`config.mk`:
```
export PLATFORM = sky130hd
export DESIGN_NAME = cr_buf_cfg
export DESIGN_NICKNAME = d
export VERILOG_FILES = /design/src/cr_buf_cfg_pkg.sv /design/src/cr_buf_cfg.sv
export SDC_FILE = /design/constraint.sdc
export NUM_CORES = 1
export LEC_CHECK = 0
export ABC_CLOCK_PERIOD_IN_PS = 1900
export BUFFER_PORTS_ARGS = -buffer_cell sky130_fd_sc_hd__buf_4
export CORE_UTILIZATION = 52
export DETAILED_ROUTE_END_ITERATION = 10
export PLACE_DENSITY = 0.84
export SYNTH_ARGS = -nofsm -noshare
export SYNTH_HDL_FRONTEND = slang
export SYNTH_SLANG_ARGS = --single-unit
```
`constraint.sdc`:
```
create_clock -name i_clk -period 1.9 [get_ports i_clk]
set_clock_uncertainty 0.2 [all_clocks]
set_input_delay 0.095 -clock i_clk [delete_from_list [all_inputs] [get_ports i_clk]]
set_output_delay 0.095 -clock i_clk [all_outputs]
set_load 0.01 [all_outputs]
```
`src/cr_buf_cfg_pkg.sv`:
```
// constants shared by the relation buffer configuration bank
// assumes a 32-bit apb with 12-bit byte addresses
package cr_buf_cfg_pkg;

    localparam int unsigned REL_COUNT = 8;
    localparam int unsigned PADDR_W = 12;
    localparam int unsigned FIELD_W = 10;
    localparam int unsigned BYTE_ADDR_W = 12;

    // relation words, one aligned word each, relations 14 to 21
    localparam logic [11:0] OFS_COMM_RELATION_14_BUF_CFG = 12'h034;
    localparam logic [11:0] OFS_COMM_RELATION_15_BUF_CFG = 12'h038;
    localparam logic [11:0] OFS_COMM_RELATION_16_BUF_CFG = 12'h03c;
    localparam logic [11:0] OFS_COMM_RELATION_17_BUF_CFG = 12'h040;
    localparam logic [11:0] OFS_COMM_RELATION_18_BUF_CFG = 12'h044;
    localparam logic [11:0] OFS_COMM_RELATION_19_BUF_CFG = 12'h048;
    localparam logic [11:0] OFS_COMM_RELATION_20_BUF_CFG = 12'h04c;
    localparam logic [11:0] OFS_COMM_RELATION_21_BUF_CFG = 12'h050;
    localparam logic [11:0] REL_STRIDE = 12'h004;

    // event status and mask
    localparam logic [11:0] OFS_NEW_DATA_STATUS = 12'h080;
    localparam logic [11:0] OFS_NEW_DATA_MASK = 12'h084;

    // field positions inside a relation word
    localparam int unsigned START_LSB = 2;
    localparam int unsigned START_MSB = 11;
    localparam int unsigned END_LSB = 16;
    localparam int unsigned END_MSB = 25;
    localparam int unsigned ZERO_DATA_BIT = 27;
    localparam int unsigned IRQ_CODE_LSB = 28;
    localparam int unsigned IRQ_CODE_MSB = 31;

    localparam logic [31:0] REL_WORD_RESET = 32'h00000ffc;
    localparam logic [31:0] REL_WORD_WMASK = 32'hfbff0ffc;
    localparam logic [3:0] IRQ_CODE_MIN = 4'h1;
    localparam logic [3:0] IRQ_CODE_MAX = 4'h9;
    localparam logic [1:0] BYTE_PAD = 2'h0;

    localparam logic [7:0] STATUS_RESET = 8'h00;
    localparam logic [7:0] MASK_RESET = 8'h00;

endpackage

```
`src/cr_buf_cfg.sv`:
```
// buffer placement and new-data configuration bank for relations 14 to 21
// assumes an apb3 master on i_clk; event and mode inputs come from logic on i_clk
//
// The implementer's own choice: the APB register port.
`timescale 1ns/1ps

module cr_buf_cfg (
    input wire logic i_clk,
    input wire logic i_rst_n,
    input wire logic i_psel,
    input wire logic i_penable,
    input wire logic i_pwrite,
    input wire logic [11:0] i_paddr,
    input wire logic [31:0] i_pwdata,
    output logic o_pready,
    output logic [31:0] o_prdata,
    output logic o_pslverr,
    input wire logic i_paged_placement,
    input wire logic [7:0] i_new_data,
    input wire logic [7:0] i_zero_upd,
    input wire logic [7:0] i_zero_upd_val,
    output logic o_explicit_placement,
    output logic [7:0][11:0] o_buf_start,
    output logic [7:0][11:0] o_buf_end,
    output logic [7:0] o_zero_data,
    output logic o_irq
);

    typedef struct packed {
        logic [7:0][31:0] word;
        logic [7:0] status;
        logic [7:0] mask;
        logic [31:0] rdata;
        logic slverr;
        logic explicit_out;
        logic [7:0][11:0] start_out;
        logic [7:0][11:0] end_out;
        logic [7:0] zero_out;
        logic irq;
    } state_t;

    state_t st;
    state_t next_st;

    logic setup_phase;
    logic write_take;
    logic in_rel_range;
    logic rel_hit;
    logic status_hit;
    logic mask_hit;
    logic [11:0] rel_ofs;
    logic [2:0] rel_idx;

    // zero wait states: the answer is ready at the first access edge
    assign o_pready = 1'b1;
    assign o_prdata = st.rdata;
    assign o_pslverr = st.slverr;
    assign o_explicit_placement = st.explicit_out;
    assign o_buf_start = st.start_out;
    assign o_buf_end = st.end_out;
    assign o_zero_data = st.zero_out;
    assign o_irq = st.irq;

    assign setup_phase = i_psel & ~i_penable;
    assign write_take = i_psel & i_penable & i_pwrite;

    // word decode over the relation block
    assign rel_ofs = i_paddr - cr_buf_cfg_pkg::OFS_COMM_RELATION_14_BUF_CFG;
    assign rel_idx = rel_ofs[4:2];
    assign in_rel_range = (i_paddr >= cr_buf_cfg_pkg::OFS_COMM_RELATION_14_BUF_CFG)
        && (i_paddr <= cr_buf_cfg_pkg::OFS_COMM_RELATION_21_BUF_CFG);
    assign rel_hit = in_rel_range && (i_paddr[1:0] == 2'h0);
    assign status_hit = (i_paddr == cr_buf_cfg_pkg::OFS_NEW_DATA_STATUS);
    assign mask_hit = (i_paddr == cr_buf_cfg_pkg::OFS_NEW_DATA_MASK);

    always_comb begin
        logic [31:0] merged;
        logic [3:0] code;
        logic [7:0] w1c;
        logic [7:0] armed;
        merged = 32'h0;
        code = 4'h0;
        w1c = 8'h00;
        armed = 8'h00;
        next_st = st;

        // software writes take effect at the access edge
        if (write_take && rel_hit) begin
            merged = i_pwdata & cr_buf_cfg_pkg::REL_WORD_WMASK;
            next_st.word[rel_idx] = merged;
        end
        if (write_take && mask_hit) begin
            next_st.mask = i_pwdata[7:0];
        end
        if (write_take && status_hit) begin
            w1c = i_pwdata[7:0];
        end

        for (int i = 0; i < 8; i++) begin
            // hardware update of the zero-data bit wins over a software write
            if (i_zero_upd[i]) begin
                next_st.word[i][cr_buf_cfg_pkg::ZERO_DATA_BIT] = i_zero_upd_val[i];
            end
            code = st.word[i][cr_buf_cfg_pkg::IRQ_CODE_MSB:cr_buf_cfg_pkg::IRQ_CODE_LSB];
            armed[i] = (code >= cr_buf_cfg_pkg::IRQ_CODE_MIN)
                && (code <= cr_buf_cfg_pkg::IRQ_CODE_MAX);
            // set beats the write-one clear in the same cycle
            next_st.status[i] = (st.status[i] & ~w1c[i]) | (i_new_data[i] & armed[i]);

            // placement outputs only carry fields in explicit mode
            if (i_paged_placement) begin
                next_st.start_out[i] = 12'h000;
                next_st.end_out[i] = 12'h000;
            end else begin
                next_st.start_out[i] = {st.word[i][cr_buf_cfg_pkg::START_MSB:cr_buf_cfg_pkg::START_LSB],
                    cr_buf_cfg_pkg::BYTE_PAD};
                next_st.end_out[i] = {st.word[i][cr_buf_cfg_pkg::END_MSB:cr_buf_cfg_pkg::END_LSB],
                    cr_buf_cfg_pkg::BYTE_PAD};
            end
            next_st.zero_out[i] = st.word[i][cr_buf_cfg_pkg::ZERO_DATA_BIT];
        end
        next_st.explicit_out = ~i_paged_placement;
        next_st.irq = |(next_st.status & st.mask);

        // read data is captured in the setup cycle so it stands through access
        if (setup_phase) begin
            next_st.slverr = 1'b0;
            next_st.rdata = 32'h0;
            if (rel_hit) begin
                next_st.rdata = st.word[rel_idx] & cr_buf_cfg_pkg::REL_WORD_WMASK;
            end else if (status_hit) begin
                next_st.rdata = {24'h0, st.status};
            end else if (mask_hit) begin
                next_st.rdata = {24'h0, st.mask};
            end else begin
                next_st.slverr = 1'b1;
            end
        end
    end

    always_ff @(posedge i_clk or negedge i_rst_n) begin
        if (!i_rst_n) begin
            for (int i = 0; i < 8; i++) begin
                st.word[i] <= cr_buf_cfg_pkg::REL_WORD_RESET;
                st.start_out[i] <= 12'h000;
                st.end_out[i] <= 12'h000;
            end
            st.status <= cr_buf_cfg_pkg::STATUS_RESET;
            st.mask <= cr_buf_cfg_pkg::MASK_RESET;
            st.rdata <= 32'h0;
            st.slverr <= 1'b0;
            st.explicit_out <= 1'b0;
            st.zero_out <= 8'h00;
            st.irq <= 1'b0;
        end else begin
            st <= next_st;
        end
    end

endmodule

```
==> summary.txt, run 1 <==
outcome = complete, but fails checks
failing checks = setup timing
final-layout fill cell count = 2401
Yosys Warn Count = 0
GPL Wtd Cong = 0.8533
Final Hold Vio Count = 0
Worst Hold Class = in2reg
fin nets = 1783
PD cells = 806.9 nW/um^2
Post-synth EDFFs = 0
max_slew headroom = 55.94%
Synth Register Bits = 414
Crit. End Element = register
clock tree buffer depth = 3
sequential area share after synthesis = 53.94%
Rows = 70
Via-to-Cell Ratio = 5.669
IO Count = 310
Max Cap Viol = 0
Yosys cell types = 52
crit start category = input pin
post-DP HPWL = 33920 microns
Antenna Violating Nets Remaining = 0
Routed WL per cell = 24.17 microns
mapped cell area = 19390 sq um
Die Ht = 195.1 microns
final setup margin = -0.2710 ns
Slew @ Worst Pin = 0.6584 ns
clk root buf = clkbuf_16
Slew Viols, Final = 0
CTS Sinks = 414
Die Footprint = 38070 sq um
crit-path max FO = 10
initial antenna violation count = 1
fin crit period = 2.171 ns
Worst VDD drop = 0.5746 mV
synth-to-layout area growth = 25.04%
Reg clk slew, reported paths = 0.06 ns
Placed Area = 21220 sq um
Crit Path Class = in2reg
CTS tree = built
Final setup viols = 200
first-pass GRT wire length = 79360 microns
Final Util = 66.23%
DRT Wirelength = 53320 microns
Power, Total = 19570 uW
largest net degree at the start of global routing = 66
vias = 12510
n_diodes = 0
Skew-Pair Late Insertion Delay = 0.55 ns
# DRC = 0
GRT Residual Overflow = 0
initial core utilization = 52.97%
DRT iter0 DRCs = 1165
design area = 24250 sq um
routing usage on met3 = 5.976%
number of global-route vias before repair = 12990
Avg Inst Size Synth = 13.23 sq um
Async SR Flop Fraction = 100.0%
met2 GRT Util = 44.70%
layout cell share with drive strength beyond 1 = 47.47%
total core area = 36610 sq um
TritonRoute pass-1 iters = 5
Critical Path AT = 2.38 ns
PortBufs = 266
Req. time, crit path = 2.11 ns
grt met1 use = 36.36%
fmax = 460.6 MHz
Num CTS Buffers = 43
H-tree Lvls = 2
GRT Util Overall = 27.57%
unrepaired setup endpoints after global routing = yes
Primary FF master, synth = dfrtp_1
Die Width = 195.1 microns
Final period util = 114.3%
static leakage = 0.01142 uW
synthesized instance count = 1466
GRT busiest layer = met2
## synthesized netlist by cell type (12+ instances only)
cell type  count  area share, %
buf_6         17           0.99
buf_4        233            9.0
o31ai_1       13           0.50
a32oi_1       22           0.99
a32o_1        17           0.88
dfstp_2       80             11
dfrtp_1      334             43
nand3_1       23           0.59
nor2b_1      161            5.2
mux2_2        40            2.3
nand4_1       13           0.42
mux2i_1       44            2.3
nor2_1        18           0.35
o21ai_0       15           0.39
mux4_2        12            1.4
a21oi_1       20           0.52
mux2_4       168             13
clkbuf_1      51           0.99
nand2_1       83            1.6
## power breakdown
part | total [uW] | switching (uW) | leakage (uW) | internal, uW
Sequential | 8970 | 68.3 | 0.00544 | 8900
Clock | 9130 | 3530 | 0.000750 | 5600
Combinational | 1470 | 877 | 0.00523 | 593
## critical path, cell delays in order
cell,delay (ns)
buf_6,0.10
or4_4,0.53
a2111o_1,0.41
buf_12,0.18
a2111oi_4,0.30
buf_4,0.20
mux2_4,0.31
mux2_4,0.26
## sequential cells by signal, summed over array words and instances, names as in the netlist
signal and flops:
o_buf_start 80, o_prdata 27, o_zero_data 8, st 208, next_st 8, o_irq 1, o_explicit_placement 1, o_buf_end 80
o_pslverr 1
## metrics by stage
stage               hold WS (ns)  std cells  setup TNS, ns  worst slack (ns)
CTS                     0.004970       2189         -18.47           -0.2243
global placement        -0.09365       2029        -154.31           -0.7677
global route             0.05877       2206         -30.50           -0.2550
finish                   0.02078       2206         -27.23           -0.2710
floorplan                -0.4006       1502        -114.77           -0.6751
detailed placement      -0.09549       2029        -161.43           -0.8282
## layer usage
layer | wire, microns | up-vias
li1 | - | 5250
met1 | 21420 | 6424
met2 | 25640 | 705
met3 | 4308 | 126
met4 | 1952 | 0
met5 | 0 | -
## final timing paths
kind                            start              to  slack [ns]  cells past startpoint
max                        i_paddr[8]      next_st[4]       -0.27                      8
min                        i_paddr[5]         st[245]        0.02                      6
max reg2reg                   st[446]     o_prdata[3]        0.06                      6
min reg2reg                next_st[2]  o_zero_data[1]        0.21                      0
max in group asynchronous     i_rst_n         st[414]        0.23                      4
min in group asynchronous     i_rst_n         st[395]        0.49                      3
## kinds of logic (layout without fill, tap and decap cells)
kind of cell	count (synthesis)	after routing	share of synthesized area, %
flops	414	414	53.94
simple gates	331	331	9.350
buf+inv	318	554	11.35
mux	272	272	19.46
compound gates	124	124	5.575
fa+ha+maj	3	3	0.1936
other cells	2	38	0.03873
xor+xnor	2	2	0.09035
## final cells by class
type | instances | area, sq um | share of cell area (%)
clock buffers | 63 | 1271 | 5.243
clock inverters | 14 | 262.8 | 1.084
inverters | 8 | 48.80 | 0.2012
multi-input cells | 770 | 7146 | 29.47
flip-flops and latches | 414 | 10460 | 43.14
well taps | 468 | 585.6 | 2.415
repair buffers | 469 | 4473 | 18.45
## layout by cell type (no fill, tap or decap), drive strengths merged, types with 8 or more instances in the layout
cell type / n
buf: 408
dfrtp: 334
mux2: 216
nor2b: 161
nand2: 83
dfstp: 80
clkbuf: 66
dlygate4sd3: 58
mux2i: 44
conb: 38
nand3: 23
a32oi: 22
a21oi: 20
nor2: 18
a32o: 17
o21ai: 15
nand4: 13
o31ai: 13
mux4: 12
a22o: 10
nor3: 9
inv: 9
a2111oi: 8
## what timing repair did
item                                    4_1_cts  5_1_grt
gates cloned                                 11        3
setup buffers                                14       14
pin swaps                                     2        7
endpoints found under the setup margin      207      208
endpoints found under the hold margin       650        0
resized for setup                            78       23
hold buffers                                 58        0
(Power assumes the default switching activity.)
==> inputs of run 2 (changes only) <==
--- a/config.mk
+++ b/config.mk
@@ -10,6 +10,7 @@
 export CORE_UTILIZATION = 52
 export DETAILED_ROUTE_END_ITERATION = 10
 export PLACE_DENSITY = 0.84
+export RECOVER_POWER = 100
 export SYNTH_ARGS = -nofsm -noshare
 export SYNTH_HDL_FRONTEND = slang
 export SYNTH_SLANG_ARGS = --single-unit
==> summary.txt, run 2 (same netlist as run 1, synthesis figures left out) <==
Die Ht = 195.1 microns
most frequent cells in the layout = dfrtp_1, mux2_4, clkbuf_1
Final Util = 64.09%
GPL Wtd Cong = 0.8533
dpl ws = -0.8282 ns
hold worst-path end = o_pslverr
clk root buf = clkbuf_16
Most flops, register = st
initial core utilization = 52.97%
number of global-route vias before repair = 12990
CTS Sinks = 414
Crit Path Class = in2reg
Critical Path AT = 2.37 ns
crit start category = input pin
GRT Residual Overflow = 0
reg-to-reg setup timing slack = 0.04 ns
Worst Hold Class = in2reg
n_diodes = 0
PortBufs = 266
reg2reg path depth = 6
Die Width = 195.1 microns
unrepaired setup endpoints after global routing = yes
Final setup viols = 226
TritonRoute pass-1 iters = 5
# DRC = 0
Via-to-Cell Ratio = 5.670
Slew @ Worst Pin = 0.9929 ns
Max Cap Viol = 0
post-DP HPWL = 33920 microns
IO Count = 310
design area = 23460 sq um
Final period util = 113.8%
fin nets = 1783
Placed Area = 21220 sq um
Crit. End Element = register
commonest non-fill, non-tap cell in the layout = dfrtp_1
largest net degree at the start of global routing = 66
initial antenna violation count = 1
GRT Util Overall = 27.57%
Slew Viols, Final = 0
Final Hold Vio Count = 0
fin crit period = 2.161 ns
min-delay src = i_psel
fmax = 462.6 MHz
Skew-Pair Late Insertion Delay = 0.55 ns
DRT Wirelength = 53530 microns
max reg flops = 208
Rows = 70
Worst VDD drop = 0.5712 mV
failing checks = setup timing
crit-path max FO = 10
total core area = 36610 sq um
first-pass GRT wire length = 79360 microns
final setup margin = -0.2615 ns
layout cell share with drive strength beyond 1 = 35.56%
CTS tree = built
Die Footprint = 38070 sq um
clock tree buffer depth = 3
static leakage = 0.01057 uW
DRT iter0 DRCs = 1149
PD cells = 831.8 nW/um^2
Crit Reg-Reg Startpoint = st[446]
synth-to-layout area growth = 21.00%
Power, Total = 19520 uW
Routed WL per cell = 24.27 microns
RR Endpoint = o_prdata[3]
Req. time, crit path = 2.11 ns
H-tree Lvls = 2
Antenna Violating Nets Remaining = 0
vias = 12510
outcome = complete, but fails checks
max_slew headroom = 33.80%
Num CTS Buffers = 43
Reg clk slew, reported paths = 0.06 ns
final-layout fill cell count = 2642
hold depth = 5
## run 2: cell count changes in the layout (fill, tap and decap cells not counted)
| cell | change |
|---|---|
| dfstp_2 | -8 |
| clkbuf_4 | +2 |
| buf_12 | -2 |
| clkbuf_1 | +199 |
| clkbuf_2 | +2 |
| buf_8 | -1 |
| buf_4 | -200 |
| dfstp_1 | +8 |
## run 2: where the power goes
part | switching (uW) | internal, uW | total (uW)
Clock | 3520 | 5600 | 9120
Sequential | 68.0 | 8900 | 8970
Combinational | 878 | 554 | 1430
## run 2: area by class of cell
class | count | area (sq um) | share of cell area, %
clock inverters | 14 | 262.8 | 1.120
repair buffers | 469 | 3689 | 15.72
flip-flops and latches | 414 | 10460 | 44.58
well taps | 468 | 585.6 | 2.496
clock buffers | 63 | 1271 | 5.418
multi-input cells | 770 | 7146 | 30.46
inverters | 8 | 48.80 | 0.2080
## run 2: timing repair
item | CTS | global route
pin swaps | 2 | 7
hold buffers | 58 | 0
buffers inserted | 14 | 14
gates resized for setup | 78 | 23
cloned | 11 | 3
setup endpoints to repair | 207 | 208
endpoints found under the hold margin | 650 | 0
## run 2: layer usage
metal	global-route usage, %	wire (microns)	vias to the layer above
met5	0	0	-
met4	10.59	1895	0
met3	5.976	4106	128
met2	44.70	25720	670
met1	36.36	21810	6466
li1	-	-	5245
## run 2: worst max path at each step
| stage | depth (start not counted) | slack [ns] | startpoint | end |
|---|---|---|---|---|
| after floorplan | 6 | -0.68 | i_paddr[8] | next_st[1] |
| after global placement | 10 | -0.77 | i_paddr[3] | next_st[1] |
| after global routing | 8 | -0.25 | i_paddr[8] | next_st[4] |
| after detailed placement | 8 | -0.83 | i_paddr[8] | next_st[1] |
| after CTS | 8 | -0.22 | i_paddr[8] | st[440] |
| final | 8 | -0.26 | i_paddr[8] | next_st[4] |
## run 2: critical path, stage by stage
cell and delay [ns]:
buf_6 0.10, or4_4 0.53, a2111o_1 0.41, buf_12 0.18
a2111oi_4 0.29, buf_4 0.20, mux2_4 0.31, mux2_4 0.26
## run 2: through the flow
stage	instances	TNS [ns]	hold slack (ns)
final	2206	-27.21	0.03518
after global routing	2206	-63.64	0.05947
after CTS	2189	-18.47	0.004970
after detailed placement	2029	-161.43	-0.09549
after global placement	2029	-154.31	-0.09365
after floorplan	1502	-114.77	-0.4006
==> inputs of run 3 (changes only) <==
--- a/config.mk
+++ b/config.mk
@@ -5,11 +5,12 @@
 export SDC_FILE = /design/constraint.sdc
 export NUM_CORES = 1
 export LEC_CHECK = 0
+export ABC_AREA = 1
 export ABC_CLOCK_PERIOD_IN_PS = 1900
 export BUFFER_PORTS_ARGS = -buffer_cell sky130_fd_sc_hd__buf_4
 export CORE_UTILIZATION = 52
 export DETAILED_ROUTE_END_ITERATION = 10
-export PLACE_DENSITY = 0.84
+export PLACE_DENSITY = 0.85
 export RECOVER_POWER = 100
 export SYNTH_ARGS = -nofsm -noshare
 export SYNTH_HDL_FRONTEND = slang
==> summary.txt, run 3 <==
Slew Viols, Final = 0
Worst path top cell family by delay = buffers and inverters
Via-to-Cell Ratio = 5.182
crit path capture = st[257]
Rows = 69
synthesized instance count = 2126
commonest non-fill, non-tap cell in the layout = nand2_1
H-tree Lvls = 2
GPL Wtd Cong = 0.9408
Skew-Pair Late Insertion Delay = 0.54 ns
CTS Sinks = 414
RR Endpoint = o_prdata[4]
CP Depth = 11
Final Util = 61.31%
Die Ht = 191.6 microns
mux cell area share after synthesis = 0.1205%
Final Hold Vio Count = 0
Final setup viols = 0
clk root buf = clkbuf_16
first-pass GRT wire length = 78210 microns
Req. time, crit path = 2.16 ns
share of synthesized cell area in and, or, nand and nor gates = 18.59%
crit-path max FO = 14
Cell Chain, Critical Path = dlygate4sd3_1, buf_4, inv_1, nand4_1, a21oi_4, nor2_8, buf_4, nand4_4, clkbuf_8, nand2_1, o21ai_0
post-DP HPWL = 34750 microns
Most flops, register = st
worst setup path start = i_paddr[7]
Num CTS Buffers = 43
Worst VDD drop = 0.6227 mV
reg2reg path depth = 8
fmax = 541.7 MHz
reg-to-reg setup timing slack = 0.10 ns
DRT iter0 DRCs = 1132
initial antenna violation count = 0
Crit Reg-Reg Startpoint = st[351]
fin nets = 2388
Antenna Violating Nets Remaining = 0
Compound-Gate Fraction of Synth Area = 8.647%
Die Footprint = 36710 sq um
synth top area cells = dfrtp_1, dfstp_2, nand2_1
PD cells = 906.5 nW/um^2
IO Count = 310
Avg Inst Size Synth = 8.794 sq um
Reg clk slew, reported paths = 0.06 ns
final setup margin = 0.05393 ns
Worst Path Buf+Inv = 5
commonest cells in the netlist = nand2_1, dfrtp_1, inv_1
initial core utilization = 52.69%
most frequent cell after synthesis = nand2_1
n_diodes = 0
post-synthesis xor/xnor area fraction = 0%
Yosys cell types = 35
dpl ws = -0.3674 ns
total core area = 35480 sq um
Worst Hold Class = in2reg
Critical Path AT = 2.10 ns
mapped cell area = 18700 sq um
static leakage = 0.01019 uW
most frequent cells in the layout = nand2_1, dfrtp_1, inv_1
Async SR Flop Fraction = 100.0%
Adder-Cell Fraction of Synth Area = 0.2008%
Synth Register Bits = 414
main combinational cell family by area after synthesis = simple AND/OR/NAND/NOR gates
unrepaired setup endpoints after global routing = no
max_slew headroom = 43.71%
TritonRoute pass-1 iters = 5
largest area contributor in the netlist = dfrtp_1
GRT Util Overall = 27.98%
layout cell share with drive strength beyond 1 = 15.01%
synth-to-layout area growth = 16.36%
Slew @ Worst Pin = 0.8413 ns
clock tree buffer depth = 3
GRT Residual Overflow = 0
Primary FF master, synth = dfrtp_1
vias = 14540
CP most frequent cell = buf_4
slowest stage delay, CP = 0.57 ns
crit start category = input pin
PortBufs = 266
Yosys Warn Count = 0
Crit Path Class = in2reg
Die Width = 191.6 microns
post-synth top area share = 44.71%
Final period util = 97.16%
# DRC = 0
Routed WL per cell = 18.08 microns
largest net degree at the start of global routing = 82
sequential area share after synthesis = 55.95%
outcome = finished, final reports clean
CTS tree = built
Max Cap Viol = 0
max reg flops = 208
DRT Wirelength = 50720 microns
Worst path slowest cell = dlygate4sd3_1
number of global-route vias before repair = 14510
fin crit period = 1.846 ns
Crit. End Element = register
Post-synth EDFFs = 0
==> run 3: cell types whose count changed in the layout (fill, tap and decap cells not counted), sizes merged, moves of 44 or more <==
cell / before / now
buf: 205 / 142
mux2i: 44 / 0
mux2: 216 / 2
nand2: 83 / 508
inv: 9 / 237
nor2b: 161 / 0
nor2: 18 / 220
o21ai: 15 / 282
==> run 3: power breakdown <==
part / internal [uW] / total, uW / switching (uW) / leakage [uW]
Clock: 5870 / 9370 / 3500 / 0.000800
Sequential: 8910 / 8950 / 47.0 / 0.00546
Combinational: 469 / 1400 / 931 / 0.00394
Total: 15200 / 19700 / 4480 / 0.0102
==> run 3: cell type report <==
type | count | area (sq um)
clock buffers | 59 | 1299
flip-flops and latches | 414 | 10460
fillers | 3044 | 13730
inverters | 238 | 895.9
multi-input cells | 1188 | 5333
well taps | 461 | 576.8
repair buffers | 426 | 2884
clock inverters | 20 | 306.5
==> run 3: worst min-delay path by stage <==
stage / start / to / slack (ns) / depth (start not counted)
2_1_floorplan: i_rst_n / next_st[1] / -0.40 / 0
3_3_place_gp: i_rst_n / st[247] / -0.15 / 1
3_5_place_dp: i_rst_n / st[247] / -0.16 / 1
4_1_cts: i_paddr[2] / next_st[2] / 0.01 / 5
5_1_grt: i_paddr[4] / o_prdata[2] / 0.06 / 7
6_report: i_pwdata[27] / next_st[6] / 0.03 / 5
==> run 3: worst reg2reg max path, cell delays in order (launching register included) <==
cell	delay (ns)
dfstp_2	0.53
inv_1	0.05
o21ai_0	0.36
nand2_1	0.10
o21ai_0	0.10
nand2_1	0.07
nand3_1	0.15
nand3_1	0.11
nand2_1	0.07
==> run 3: cells by family after synthesis <==
| group | count (synthesis) |
|---|---|
| AO/OA/AOI/OAI | 311 |
| adder cells (fa/ha/maj) | 3 |
| buffers and inverters | 561 |
| flip-flops | 414 |
| multiplexers | 2 |
| other | 2 |
| AND/OR/NAND/NOR | 833 |
==> run 3: timing repair <==
item / CTS / global route
resized for setup: 0 / 1
hold buffers: 67 / 0
endpoints found under the setup margin: 0 / 6
buffers inserted: 0 / 1
hold endpoints to repair: 793 / 0
==> run 3: routing by layer <==
layer | GRT usage, % | vias to the layer above | routed length (microns) | part of all wire, %
met1 | 35.48 | 7071 | 20070 | 40
met4 | 14.32 | 0 | 2445 | 4.8
met2 | 46.01 | 652 | 24400 | 48
met3 | 5.025 | 119 | 3800 | 7.5
met5 | 0 | - | 0 | 0
li1 | - | 6699 | - | -
==> run 3: stage by stage <==
| step | area, sq um | power, uW | TNS, ns | cells | hold WS, ns |
|---|---|---|---|---|---|
| after floorplan | 18880 | 9744 | 0 | 2162 | -0.4006 |
| after detailed placement | 20340 | 10440 | -58.85 | 2657 | -0.1568 |
| after global routing | 21750 | 20350 | 0 | 2806 | 0.05666 |
| after CTS | 22630 | 19880 | 0 | 2803 | 0.01149 |
| after global placement | 20340 | 10410 | -47.92 | 2657 | -0.1549 |
| final | 21750 | 19720 | 0 | 2806 | 0.02909 |
